==> src/logic/adcc_map.svh <==
// Register offsets, field positions, reset values and timing counts of the converter control
`ifndef ADCC_MAP_SVH
`define ADCC_MAP_SVH
`define ADCC_OFF_CTRL0       12'h000
`define ADCC_OFF_CTRL1       12'h004
`define ADCC_OFF_RES_HIGH    12'h008
`define ADCC_OFF_RES_LOW     12'h00C
`define ADCC_OFF_STATUS      12'h010
`define ADCC_OFF_TRIG        12'h014
`define ADCC_CTRL0_RESET     8'h00
`define ADCC_CTRL1_RESET     8'h00
`define ADCC_CTRL1_MASK      8'hB0
`define ADCC_CLKSEL_HI       7
`define ADCC_CLKSEL_LO       6
`define ADCC_CHAN_HI         5
`define ADCC_CHAN_LO         2
`define ADCC_GO_BIT          1
`define ADCC_ON_BIT          0
`define ADCC_JUSTIFY_BIT     7
`define ADCC_NREF_BIT        5
`define ADCC_PREF_BIT        4
`define ADCC_DONE_BIT        0
`define ADCC_DIV_SYS2        8'h02
`define ADCC_DIV_SYS8        8'h08
`define ADCC_DIV_SYS32       8'h20
`define ADCC_CLK_HZ          40000000
`define ADCC_RC_MAX_HZ       500000
`define ADCC_RC_HALF         ((`ADCC_CLK_HZ + 2 * `ADCC_RC_MAX_HZ - 1) / (2 * `ADCC_RC_MAX_HZ))
`define ADCC_CONV_PERIODS    5'h0B
`define ADCC_ABORT_PERIODS   5'h02
`define ADCC_RES_ZERO        10'h000
`endif

==> src/logic/adcc_pkg.sv <==
// Types shared by the converter control modules
package adcc_pkg;
  typedef enum logic [3:0] {
    ADCC_IDLE  = 4'b0001,
    ADCC_CONV  = 4'b0010,
    ADCC_ABORT = 4'b0100,
    ADCC_DONE  = 4'b1000
  } adcc_state_e;
  typedef logic [9:0] adcc_result_t;
endpackage

==> src/logic/adcc_tick_if.sv <==
// Conversion clock selection and period ticks between control and divider
`timescale 1ns/1ps
interface adcc_tick_if;
  logic [1:0] clk_select;
  logic       run;
  logic       tick;
  modport ctrl (output clk_select, output run, input tick);
  modport gen  (input clk_select, input run, output tick);
endinterface

==> src/logic/adcc_tick_gen.sv <==
// Conversion bit period tick generator with system and internal RC sources
`timescale 1ns/1ps
`include "adcc_map.svh"
module adcc_tick_gen
  import adcc_pkg::*;
#(
  parameter int RC_HALF = `ADCC_RC_HALF
) (
  input wire logic pclk,
  input wire logic presetn,
  adcc_tick_if.gen tk
);
  typedef struct packed {
    logic [7:0]  sys_cnt;
    logic [15:0] rc_cnt;
    logic        rc_clk;
    logic        rc_prev;
    logic        tick;
  } adcc_tick_s;
  adcc_tick_s st;
  adcc_tick_s next_st;
  logic [7:0] div;
  assign tk.tick = st.tick;
  always_comb begin
    next_st = st;
    div = `ADCC_DIV_SYS2;
    next_st.tick = 1'b0;
    unique case (tk.clk_select)
      2'h0: div = `ADCC_DIV_SYS2;
      2'h1: div = `ADCC_DIV_SYS8;
      2'h2: div = `ADCC_DIV_SYS32;
      2'h3: div = `ADCC_DIV_SYS32;
    endcase
    if (st.rc_cnt >= 16'(RC_HALF - 1)) begin
      next_st.rc_cnt = 16'h0000;
      next_st.rc_clk = ~st.rc_clk;
    end else begin
      next_st.rc_cnt = st.rc_cnt + 16'h0001;
    end
    next_st.rc_prev = st.rc_clk;
    if (!tk.run) begin
      next_st.sys_cnt = 8'h00;
    end else if (tk.clk_select == 2'h3) begin
      next_st.tick = st.rc_clk & ~st.rc_prev;
    end else if (st.sys_cnt >= div - 8'h01) begin
      next_st.sys_cnt = 8'h00;
      next_st.tick = 1'b1;
    end else begin
      next_st.sys_cnt = st.sys_cnt + 8'h01;
    end
  end
  always_ff @(posedge pclk or negedge presetn) begin
    if (!presetn) begin
      st <= '0;
    end else begin
      st <= next_st;
    end
  end
endmodule

==> src/logic/adcc_top.sv <==
// Converter control and result registers behind an APB slave
//
// Implementation choices: the register addresses and register access over APB.
`timescale 1ns/1ps
`include "adcc_map.svh"
// Functional notes
// - Clock select picks sys/2, /8, /32, RC
// - RC conversion clock runs free, 500 kHz max
// - Channel codes 0..13 route analog pins
// - Code 14 comparator ref, 15 fixed ref
// - Go write starts, reads one while converting
// - Hardware clears go at conversion end
// - Converter runs only while enabled
// - Justify bit picks right or left layout
// - Negative ref: pin when one, ground zero
// - Positive ref: pin when one, supply zero
// - Left layout: bits 9..2 high byte
// - Left layout: bits 1..0 low top
// - Right layout: bits 9..8 high bottom
// - Right layout: bits 7..0 low byte
// - Unused control-one bits read zero
// - Hold capacitor never discharged by logic
// - Completion clears go, flags, loads result
// - Abort keeps result, waits two periods
// - Done flag always set, software clears
// - Compare trigger sets go in hardware
module adcc_top
  import adcc_pkg::*;
#(
  parameter int RC_HALF = `ADCC_RC_HALF
) (
  input  wire logic        pclk,
  input  wire logic        presetn,
  input  wire logic        psel,
  input  wire logic        penable,
  input  wire logic        pwrite,
  input  wire logic [11:0] paddr,
  input  wire logic [31:0] pwdata,
  input  wire logic [3:0]  pstrb,
  output logic      [31:0] prdata,
  output logic             pready,
  output logic             pslverr,
  input  wire logic        special_trigger,
  input  wire logic        core_bit_valid,
  input  wire logic        core_bit,
  output logic             converter_on,
  output logic [3:0]       input_channel_select,
  output logic [15:0]      analog_pin_select,
  output logic             comparator_ref_route,
  output logic             fixed_ref_route,
  output logic             negative_ref_select,
  output logic             positive_ref_select,
  output logic             conv_bit_strobe,
  output logic             conversion_busy,
  output logic             acquire,
  output logic             conversion_done_flag
);
  typedef struct packed {
    logic [7:0]   ctrl0;
    logic [7:0]   ctrl1;
    logic [7:0]   res_high;
    logic [7:0]   res_low;
    adcc_result_t shift;
    logic [4:0]   periods;
    adcc_state_e  state;
    logic         done_flag;
    logic         trig_enable;
    logic [31:0]  rdata;
    logic [15:0]  pin_sel;
  } adcc_regs_s;
  adcc_regs_s r;
  adcc_regs_s next_r;
  adcc_tick_if tk ();
  logic wr_en;
  logic rd_en;
  logic mapped;
  logic go_req;

  adcc_tick_gen #(
    .RC_HALF (RC_HALF)
  ) u_tick (
    .pclk    (pclk),
    .presetn (presetn),
    .tk      (tk.gen)
  );

  // Places a result by layout; used at completion
  function automatic logic [15:0] adcc_layout(input adcc_result_t v, input logic right);
    logic [15:0] o;
    o = 16'h0000;
    if (right) begin
      o[9:8] = v[9:8];
      o[7:0] = v[7:0];
    end else begin
      o[15:8] = v[9:2];
      o[7:6] = v[1:0];
    end
    return o;
  endfunction

  function automatic logic hit(input logic [11:0] a, input logic [11:0] off);
    return a == off;
  endfunction

  assign wr_en  = psel && penable && pwrite;
  assign rd_en  = psel && !penable && !pwrite;
  assign mapped = hit(paddr, `ADCC_OFF_CTRL0) || hit(paddr, `ADCC_OFF_CTRL1)
               || hit(paddr, `ADCC_OFF_RES_HIGH) || hit(paddr, `ADCC_OFF_RES_LOW)
               || hit(paddr, `ADCC_OFF_STATUS) || hit(paddr, `ADCC_OFF_TRIG);
  assign pready  = 1'b1;
  assign pslverr = psel && penable && !mapped;
  assign prdata  = r.rdata;

  assign converter_on         = r.ctrl0[`ADCC_ON_BIT];
  assign input_channel_select = r.ctrl0[`ADCC_CHAN_HI:`ADCC_CHAN_LO];
  assign analog_pin_select    = r.pin_sel;
  assign comparator_ref_route = converter_on && input_channel_select == 4'hE;
  assign fixed_ref_route      = converter_on && input_channel_select == 4'hF;
  assign negative_ref_select  = r.ctrl1[`ADCC_NREF_BIT];
  assign positive_ref_select  = r.ctrl1[`ADCC_PREF_BIT];
  assign conv_bit_strobe      = tk.tick && r.state == ADCC_CONV;
  assign conversion_busy      = r.state != ADCC_IDLE;
  assign acquire              = converter_on && r.state == ADCC_IDLE;
  assign conversion_done_flag = r.done_flag;
  assign tk.clk_select        = r.ctrl0[`ADCC_CLKSEL_HI:`ADCC_CLKSEL_LO];
  assign tk.run               = converter_on && r.state != ADCC_IDLE;

  always_comb begin
    logic [15:0] lay;
    logic        sw_go;
    lay = 16'h0000;
    sw_go = 1'b0;
    next_r = r;
    go_req = 1'b0;
    next_r.pin_sel = 16'h0000;
    if (converter_on && input_channel_select <= 4'hD) begin
      next_r.pin_sel[input_channel_select] = 1'b1;
    end
    if (rd_en) begin
      next_r.rdata = 32'h0000_0000;
      if (hit(paddr, `ADCC_OFF_CTRL0)) begin
        next_r.rdata[7:0] = r.ctrl0;
      end else if (hit(paddr, `ADCC_OFF_CTRL1)) begin
        next_r.rdata[7:0] = r.ctrl1 & `ADCC_CTRL1_MASK;
      end else if (hit(paddr, `ADCC_OFF_RES_HIGH)) begin
        next_r.rdata[7:0] = r.res_high;
      end else if (hit(paddr, `ADCC_OFF_RES_LOW)) begin
        next_r.rdata[7:0] = r.res_low;
      end else if (hit(paddr, `ADCC_OFF_STATUS)) begin
        next_r.rdata[`ADCC_DONE_BIT] = r.done_flag;
      end else if (hit(paddr, `ADCC_OFF_TRIG)) begin
        next_r.rdata[0] = r.trig_enable;
      end
    end
    if (wr_en && pstrb[0]) begin
      if (hit(paddr, `ADCC_OFF_CTRL0)) begin
        next_r.ctrl0 = pwdata[7:0];
        next_r.ctrl0[`ADCC_GO_BIT] = r.ctrl0[`ADCC_GO_BIT];
        sw_go = pwdata[`ADCC_GO_BIT];
        if (!pwdata[`ADCC_GO_BIT] && r.state == ADCC_CONV) begin
          next_r.ctrl0[`ADCC_GO_BIT] = 1'b0;
          next_r.state = ADCC_ABORT;
          next_r.periods = 5'h00;
        end
      end else if (hit(paddr, `ADCC_OFF_CTRL1)) begin
        next_r.ctrl1 = pwdata[7:0] & `ADCC_CTRL1_MASK;
      end else if (hit(paddr, `ADCC_OFF_RES_HIGH)) begin
        next_r.res_high = pwdata[7:0];
      end else if (hit(paddr, `ADCC_OFF_RES_LOW)) begin
        next_r.res_low = pwdata[7:0];
      end else if (hit(paddr, `ADCC_OFF_STATUS)) begin
        if (pwdata[`ADCC_DONE_BIT]) begin
          next_r.done_flag = 1'b0;
        end
      end else if (hit(paddr, `ADCC_OFF_TRIG)) begin
        next_r.trig_enable = pwdata[0];
      end
    end
    go_req = sw_go || (special_trigger && r.trig_enable);
    unique case (r.state)
      ADCC_IDLE: begin
        if (go_req && next_r.ctrl0[`ADCC_ON_BIT]) begin
          next_r.ctrl0[`ADCC_GO_BIT] = 1'b1;
          next_r.state = ADCC_CONV;
          next_r.periods = 5'h00;
          next_r.shift = `ADCC_RES_ZERO;
        end
      end
      ADCC_CONV: begin
        if (core_bit_valid && tk.tick) begin
          next_r.shift = {r.shift[8:0], core_bit};
        end
        if (tk.tick && next_r.state == ADCC_CONV) begin
          next_r.periods = r.periods + 5'h01;
          if (r.periods == `ADCC_CONV_PERIODS - 5'h01) begin
            next_r.state = ADCC_DONE;
          end
        end
      end
      ADCC_ABORT: begin
        if (tk.tick) begin
          next_r.periods = r.periods + 5'h01;
          if (r.periods == `ADCC_ABORT_PERIODS - 5'h01) begin
            next_r.state = ADCC_IDLE;
          end
        end
      end
      ADCC_DONE: begin
        lay = adcc_layout(r.shift, r.ctrl1[`ADCC_JUSTIFY_BIT]);
        next_r.res_high = lay[15:8];
        next_r.res_low = lay[7:0];
        next_r.ctrl0[`ADCC_GO_BIT] = 1'b0;
        next_r.done_flag = 1'b1;
        next_r.state = ADCC_IDLE;
      end
    endcase
    if (!next_r.ctrl0[`ADCC_ON_BIT] && r.state != ADCC_IDLE) begin
      next_r.state = ADCC_IDLE;
      next_r.ctrl0[`ADCC_GO_BIT] = 1'b0;
    end
  end

  always_ff @(posedge pclk or negedge presetn) begin
    if (!presetn) begin
      r <= '{ctrl0: `ADCC_CTRL0_RESET, ctrl1: `ADCC_CTRL1_RESET,
             state: ADCC_IDLE, default: '0};
    end else begin
      r <= next_r;
    end
  end
endmodule

==> config.mk <==
export PLATFORM = sky130hd
export DESIGN_NAME = adcc_top
export DESIGN_NICKNAME = d
export VERILOG_FILES = /design/src/logic/adcc_pkg.sv /design/src/logic/adcc_tick_if.sv /design/src/logic/adcc_tick_gen.sv /design/src/logic/adcc_top.sv
export VERILOG_INCLUDE_DIRS = /design/src /design/src/logic
export SDC_FILE = /design/constraint.sdc
export NUM_CORES = 1
export LEC_CHECK = 0
export BUFFER_PORTS_ARGS = -buffer_cell sky130_fd_sc_hd__buf_2
export CORE_MARGIN = 5
export CORE_UTILIZATION = 49
export DETAILED_ROUTE_END_ITERATION = 8
export PLACE_DENSITY = 0.85
export SLEW_MARGIN = 20
export SYNTH_ARGS = -nofsm -noshare
export SYNTH_HDL_FRONTEND = slang
export SYNTH_HIERARCHICAL = 1
export SYNTH_SLANG_ARGS = --single-unit
==> constraint.sdc <==
create_clock -name pclk -period 2.2 [get_ports pclk]
set_input_delay 0.22 -clock pclk [delete_from_list [all_inputs] [get_ports pclk]]
set_output_delay 0.22 -clock pclk [all_outputs]
set_load 0.01 [all_outputs]
==> results of run 1 <==
-- stage by stage --
step                instance area, sq um  instances
floorplan                           5330        539
global route                        5741        711
detailed placement                  5557        695
finish                              5741        711
CTS                                 5739        711
global placement                    5557        695
-- cells in the mapped netlist (all sizes together), types with 2 or more instances --
| library cell | n | area share (%) |
|---|---|---|
| dfrtp | 98 | 47 |
| xnor2 | 2 | 0.34 |
| a22o | 2 | 0.34 |
| mux2i | 18 | 3.5 |
| a31o | 2 | 0.51 |
| nor4 | 5 | 1.0 |
| and4 | 3 | 0.51 |
| buf | 60 | 8.6 |
| nor2 | 41 | 3.0 |
| or3b | 2 | 0.34 |
| ha | 8 | 1.9 |
| o21ai | 25 | 2.4 |
| inv | 21 | 1.5 |
| and2 | 7 | 0.84 |
| a211o | 4 | 0.70 |
| mux2 | 15 | 3.3 |
| a31oi | 5 | 0.60 |
| a22oi | 17 | 2.5 |
| nand3b | 2 | 0.29 |
| xor2 | 3 | 0.51 |
| a221oi | 3 | 0.51 |
| nor3 | 11 | 1.2 |
| o22ai | 2 | 0.24 |
| nand3 | 13 | 1.3 |
| o22a | 2 | 0.34 |
| a21oi | 19 | 2.0 |
| and3 | 8 | 1.1 |
| conb | 4 | 0.29 |
| or4 | 5 | 0.94 |
| nand2 | 42 | 3.1 |
| o2bb2ai | 2 | 0.34 |
| nor4b | 5 | 1.8 |
| clkbuf | 12 | 0.87 |
| o211ai | 3 | 0.43 |
| nand4 | 3 | 0.36 |
| nand2b | 8 | 0.96 |
| a21o | 4 | 0.58 |
-- power by group --
part | internal [mW] | total [mW] | switching (mW)
Combinational | 0.0483 | 0.165 | 0.117
Sequential | 1.83 | 1.84 | 0.00543
Clock | 0.419 | 1.08 | 0.662
-- worst min-delay path, cell delays in order --
cell and delay, ps:
buf_2 100, nand2_1 50, mux2i_1 50
-- final cells by class --
type	count	area, sq um
Clock inverter	6	48.80
Timing Repair Buffer	93	563.0
Multi-Input combinational cell	347	2277
Inverter	21	78.83
Tap cell	136	170.2
Clock buffer	9	123.9
Fill cell	878	4583
Sequential cell	99	2479
-- path summary, 6_finish.rpt --
kind | slack (ps) | end | cells past startpoint | startpoint
min in group asynchronous | 280 | r[56] | 2 | presetn
worst max register to register | 110 | u_tick/st[24] | 8 | r[50]
max in group asynchronous | 1320 | analog_pin_select[2] | 3 | presetn
worst min-delay path | 90 | r[59] | 3 | core_bit
worst min register to register | 450 | u_tick/st[1] | 0 | u_tick/next_st[1]
worst max-delay path | 110 | u_tick/st[24] | 8 | r[50]
-- layer usage --
metal	global-route usage (%)	vias to the layer above
li1	-	1830
met1	21.87	1894
met2	29.07	163
met3	4.813	20
met4	7.532	0
met5	0	-
-- logic make-up (layout without fill, tap and decap cells) --
logic type | after synthesis | in the layout | share of synthesized area, %
simple gates | 160 | 160 | 17.42
buf+inv | 93 | 129 | 10.96
other cells | 4 | 38 | 0.2890
fa+ha+maj | 8 | 8 | 1.927
xor+xnor | 5 | 5 | 0.8433
mux | 33 | 33 | 6.721
compound gates | 103 | 103 | 14.12
flops | 99 | 99 | 47.72
-- sequential cells by signal, summed over array words and instances (netlist names) --
register / cells
positive_ref_select: 1
analog_pin_select: 16
prdata: 8
conversion_done_flag: 1
r: 40
u_tick/tk.tick: 1
u_tick/next_st: 1
input_channel_select: 4
u_tick/st: 25
negative_ref_select: 1
converter_on: 1
-- what timing repair did --
item,in CTS,in global routing
hold buffers,1,0
setup endpoints to repair,0,1
resized for setup,0,1
hold endpoints to repair,19,0
==> run summary, run 1 <==
Worst slew pin tran - 911.2 ps
Met2 WL post-DR - 5.370 mm
Final setup TNS - 0 ps
Clk_lat worst skew - 370 ps
Vias in the first global route - 3875
MaxCap Viol Count - 0
First-pass GRT wire length - 18.49 mm
Commonest non-fill, non-tap cells in the layout - dfrtp_1 (98), buf_2 (65), nand2_1 (41), nor2_1 (40), conb_1 (38)
Die width - 113.0 um
DR vias - 3907
Initial Util - 50.31%
WL final - 11.02 mm
Routed Antenna Nets - 0
Hold Path Class - in -> reg
Syn avg cell area - 10.28 sq um
Synth cell types - 75
Num CTS Buffers - 9
Clk buf depth - 2
DRT Pass-1 Iters - 5
FMAX - 0.4781 GHz
Share of cells above drive strength 1 - 25.57%
Min cycle time layout - 2092 ps
Max-slew violations - 0
Number of synthesized flops with an enable pin - 0
Core area - 10320 sq um
Total Power - 3.084 mW
# port buffers - 66
Post-route DRC violation count - 0
Setup crit end kind - register
Height of the chip - 113.0 um
Synth warn - 6
Final worst setup slack - 108.5 ps
Crit-path cells - nor4b_4 > inv_2 > and2_4 > a21boi_1 > and3_1 > a41o_2 > a21o_1 > a22o_1
Slowest-stage cell, CP - dfstp_2
Max-slew headroom - 38.92%
Vias/cell - 5.495
Setup crit start kind - register
Critical Path Fanout Max - 10
Run status - completed
Clock Sinks - 99
Pre-CTS WS - 96.57 ps
Largest net degree at the start of global routing - 56
Met1 WL - 4.554 mm
FFs w/ async S/R, synth - 100.0%
Pwr Density - 537.2 nW/um^2
Mapped Cells - 505
Post-CTS Setup Inserts - 0
Critical path buffers and inverters - 1
Clock Skew - 9.756 ps
Die area - 12760 sq um
Gpl congestion - 0.9139
CTS tree - yes
H-Tree Depth - 3
Setup-violating endpoint count in the final report - 0
Total Routing Usage GR - 17.65%
Commonest non-fill, non-tap cell in the layout - dfrtp_1
Dpl hpwl - 8.278 mm
Io pins - 119
CP Class - reg -> reg
FF+latch count, synth - 99
Grt total ovfl - 0
Main synth FF type - dfrtp_1
Nets - 635
Final Cycle Share - 95.07%
Met3 WL - 890 um
Iter 0 DRT Violations - 219
Utilization after layout - 55.61%
Hold WS - 89.21 ps
Top sig layer - met4
Root buffer cell - clkbuf_8
Arrival @ worst endpoint - 2350 ps
Wire per inst - 15.49 um
CP top delay family - compound AO/OA/AOI/OAI gates
# diodes - 0
Worst-path clk slew - 100 ps
CP max stage delay - 540 ps
Initial antenna violation count - 0
Area grow syn2layout - 10.53%
Peak VDD IR - 269.3 uV
Pleak - 2.825 nW
Sequential share of the synthesized area - 47.72%
Hold Violations, Final - 0
RSZ-0062 raised after global routing - no
CP Data Required Time - 2460 ps
Synthesized cell area - 5194 sq um
Cell Rows - 37
No activity file was read; power rests on OpenSTA's default activity.
==> inputs of run 2 (changes only) <==
CORE_MARGIN = not set   (was 5)
==> run summary, run 2 (synthesized netlist as in run 1, its figures left out) <==
Biggest register - r
Gpl congestion - 0.8691
Die area - 11020 sq um
Grt total ovfl - 0
Core area - 10280 sq um
Setup crit start kind - register
Num CTS Buffers - 9
Clk_lat worst skew - 380 ps
Number of fillers in the final layout - 874
CP startpoint - r[50]
Run status - completed
Pre-CTS WS - -1.033 ps
Max-slew violations - 0
Setup-violating endpoint count in the final report - 0
Hold WS - 100.6 ps
Routed Antenna Nets - 0
Clock Skew - 11.66 ps
Nets - 635
Iter 0 DRT Violations - 234
Root buffer cell - clkbuf_8
Dpl hpwl - 8.110 mm
Final Cycle Share - 94.83%
Arrival @ worst endpoint - 2360 ps
Share of cells above drive strength 1 - 25.87%
Pleak - 2.837 nW
Die width - 105.0 um
Post-CTS Setup Inserts - 0
Worst slew pin tran - 922.1 ps
FMAX - 0.4794 GHz
Commonest non-fill, non-tap cells in the layout - dfrtp_1 (97), buf_2 (65), nand2_1 (41), nor2_1 (40), conb_1 (38)
Critical Path Fanout Max - 10
Reg2reg start - r[50]
DRT Pass-1 Iters - 5
DR vias - 3861
Setup crit end kind - register
Clock Sinks - 99
MaxCap Viol Count - 0
H-Tree Depth - 3
Utilization after layout - 56.16%
RSZ-0062 raised after global routing - no
CP Class - reg -> reg
Largest net degree at the start of global routing - 41
Clk buf depth - 2
WL final - 10.87 mm
Total Power - 3.203 mW
Area grow syn2layout - 11.13%
Worst-path clk slew - 110 ps
Peak VDD IR - 387.8 uV
Max-slew headroom - 38.19%
Pwr Density - 554.9 nW/um^2
Hold Path Class - in -> reg
Initial antenna violation count - 0
Total Routing Usage GR - 21.16%
Commonest non-fill, non-tap cell in the layout - dfrtp_1
First-pass GRT wire length - 18.36 mm
CTS tree - yes
Vias in the first global route - 3797
CP Data Required Time - 2470 ps
Hold wc startpoint - core_bit
Io pins - 119
Height of the chip - 105.0 um
Final worst setup slack - 113.8 ps
# diodes - 0
Min cycle time layout - 2086 ps
Cell Rows - 37
# port buffers - 66
Vias/cell - 5.423
Max reg flops - 40
Initial Util - 50.54%
Wire per inst - 15.26 um
Hold Violations, Final - 0
Post-route DRC violation count - 0
## run 2: changes by cell type in the layout (fill, tap and decap cells not counted)
cell	delta
clkinv_4	+1
clkinvlp_4	-2
inv_8	-1
dfrtp_1	-1
buf_12	-1
clkinv_8	+4
dfrtp_2	+1
buf_4	+1
clkinv_2	-1
## run 2: stage by stage
stage,cell area (sq um),cells,TNS (ps)
2_1_floorplan,5330,539,-97.89
3_3_place_gp,5544,695,0
3_5_place_dp,5544,695,-1.033
4_1_cts,5769,712,0
5_1_grt,5772,712,0
6_report,5772,712,0
## run 2: area by class of cell
class	count	area (sq um)	share of cell area, %
Clock buffer	9	123.9	2.146
Clock inverter	7	91.34	1.582
Inverter	21	78.83	1.366
Multi-Input combinational cell	347	2277	39.45
Sequential cell	99	2480	42.97
Tap cell	136	170.2	2.948
Timing Repair Buffer	93	550.5	9.538
## run 2: final timing paths
kind | end | slack (ps) | cells after the start
max in group asynchronous | r[53] | 1140 | 3
worst max-delay path | u_tick/st[24] | 110 | 8
worst min-delay path | r[59] | 100 | 3
worst min register to register | u_tick/st[1] | 420 | 0
min in group asynchronous | converter_on | 330 | 2
worst max register to register | u_tick/st[24] | 110 | 8
## run 2: repair_timing
action / 4_1_cts / 5_1_grt
hold endpoints to repair: 33 / 0
resized for setup: 0 / 2
endpoints found under the setup margin: 0 / 1
hold buffers: 1 / 0
## run 2: report_power, final
part           internal (mW)  switching, mW
clock network          0.459          0.742
logic                 0.0488          0.116
registers               1.83        0.00533
## run 2: per-layer routing
layer | GRT usage [%] | part of all wire, % | vias to the layer above
li1 | - | - | 1838
met1 | 27.32 | 44 | 1874
met2 | 35.10 | 49 | 130
met3 | 4.055 | 5.1 | 19
met4 | 8.451 | 2.1 | 0
met5 | 0 | 0 | -
## run 2: worst max-delay path, stage by stage, from the launching register on
cell and delay [ps]:
dfstp_2 550, nor4b_4 220, inv_2 60, and2_4 170
a21boi_1 140, and3_1 190, a41o_2 300, a21o_1 180
a22o_1 170
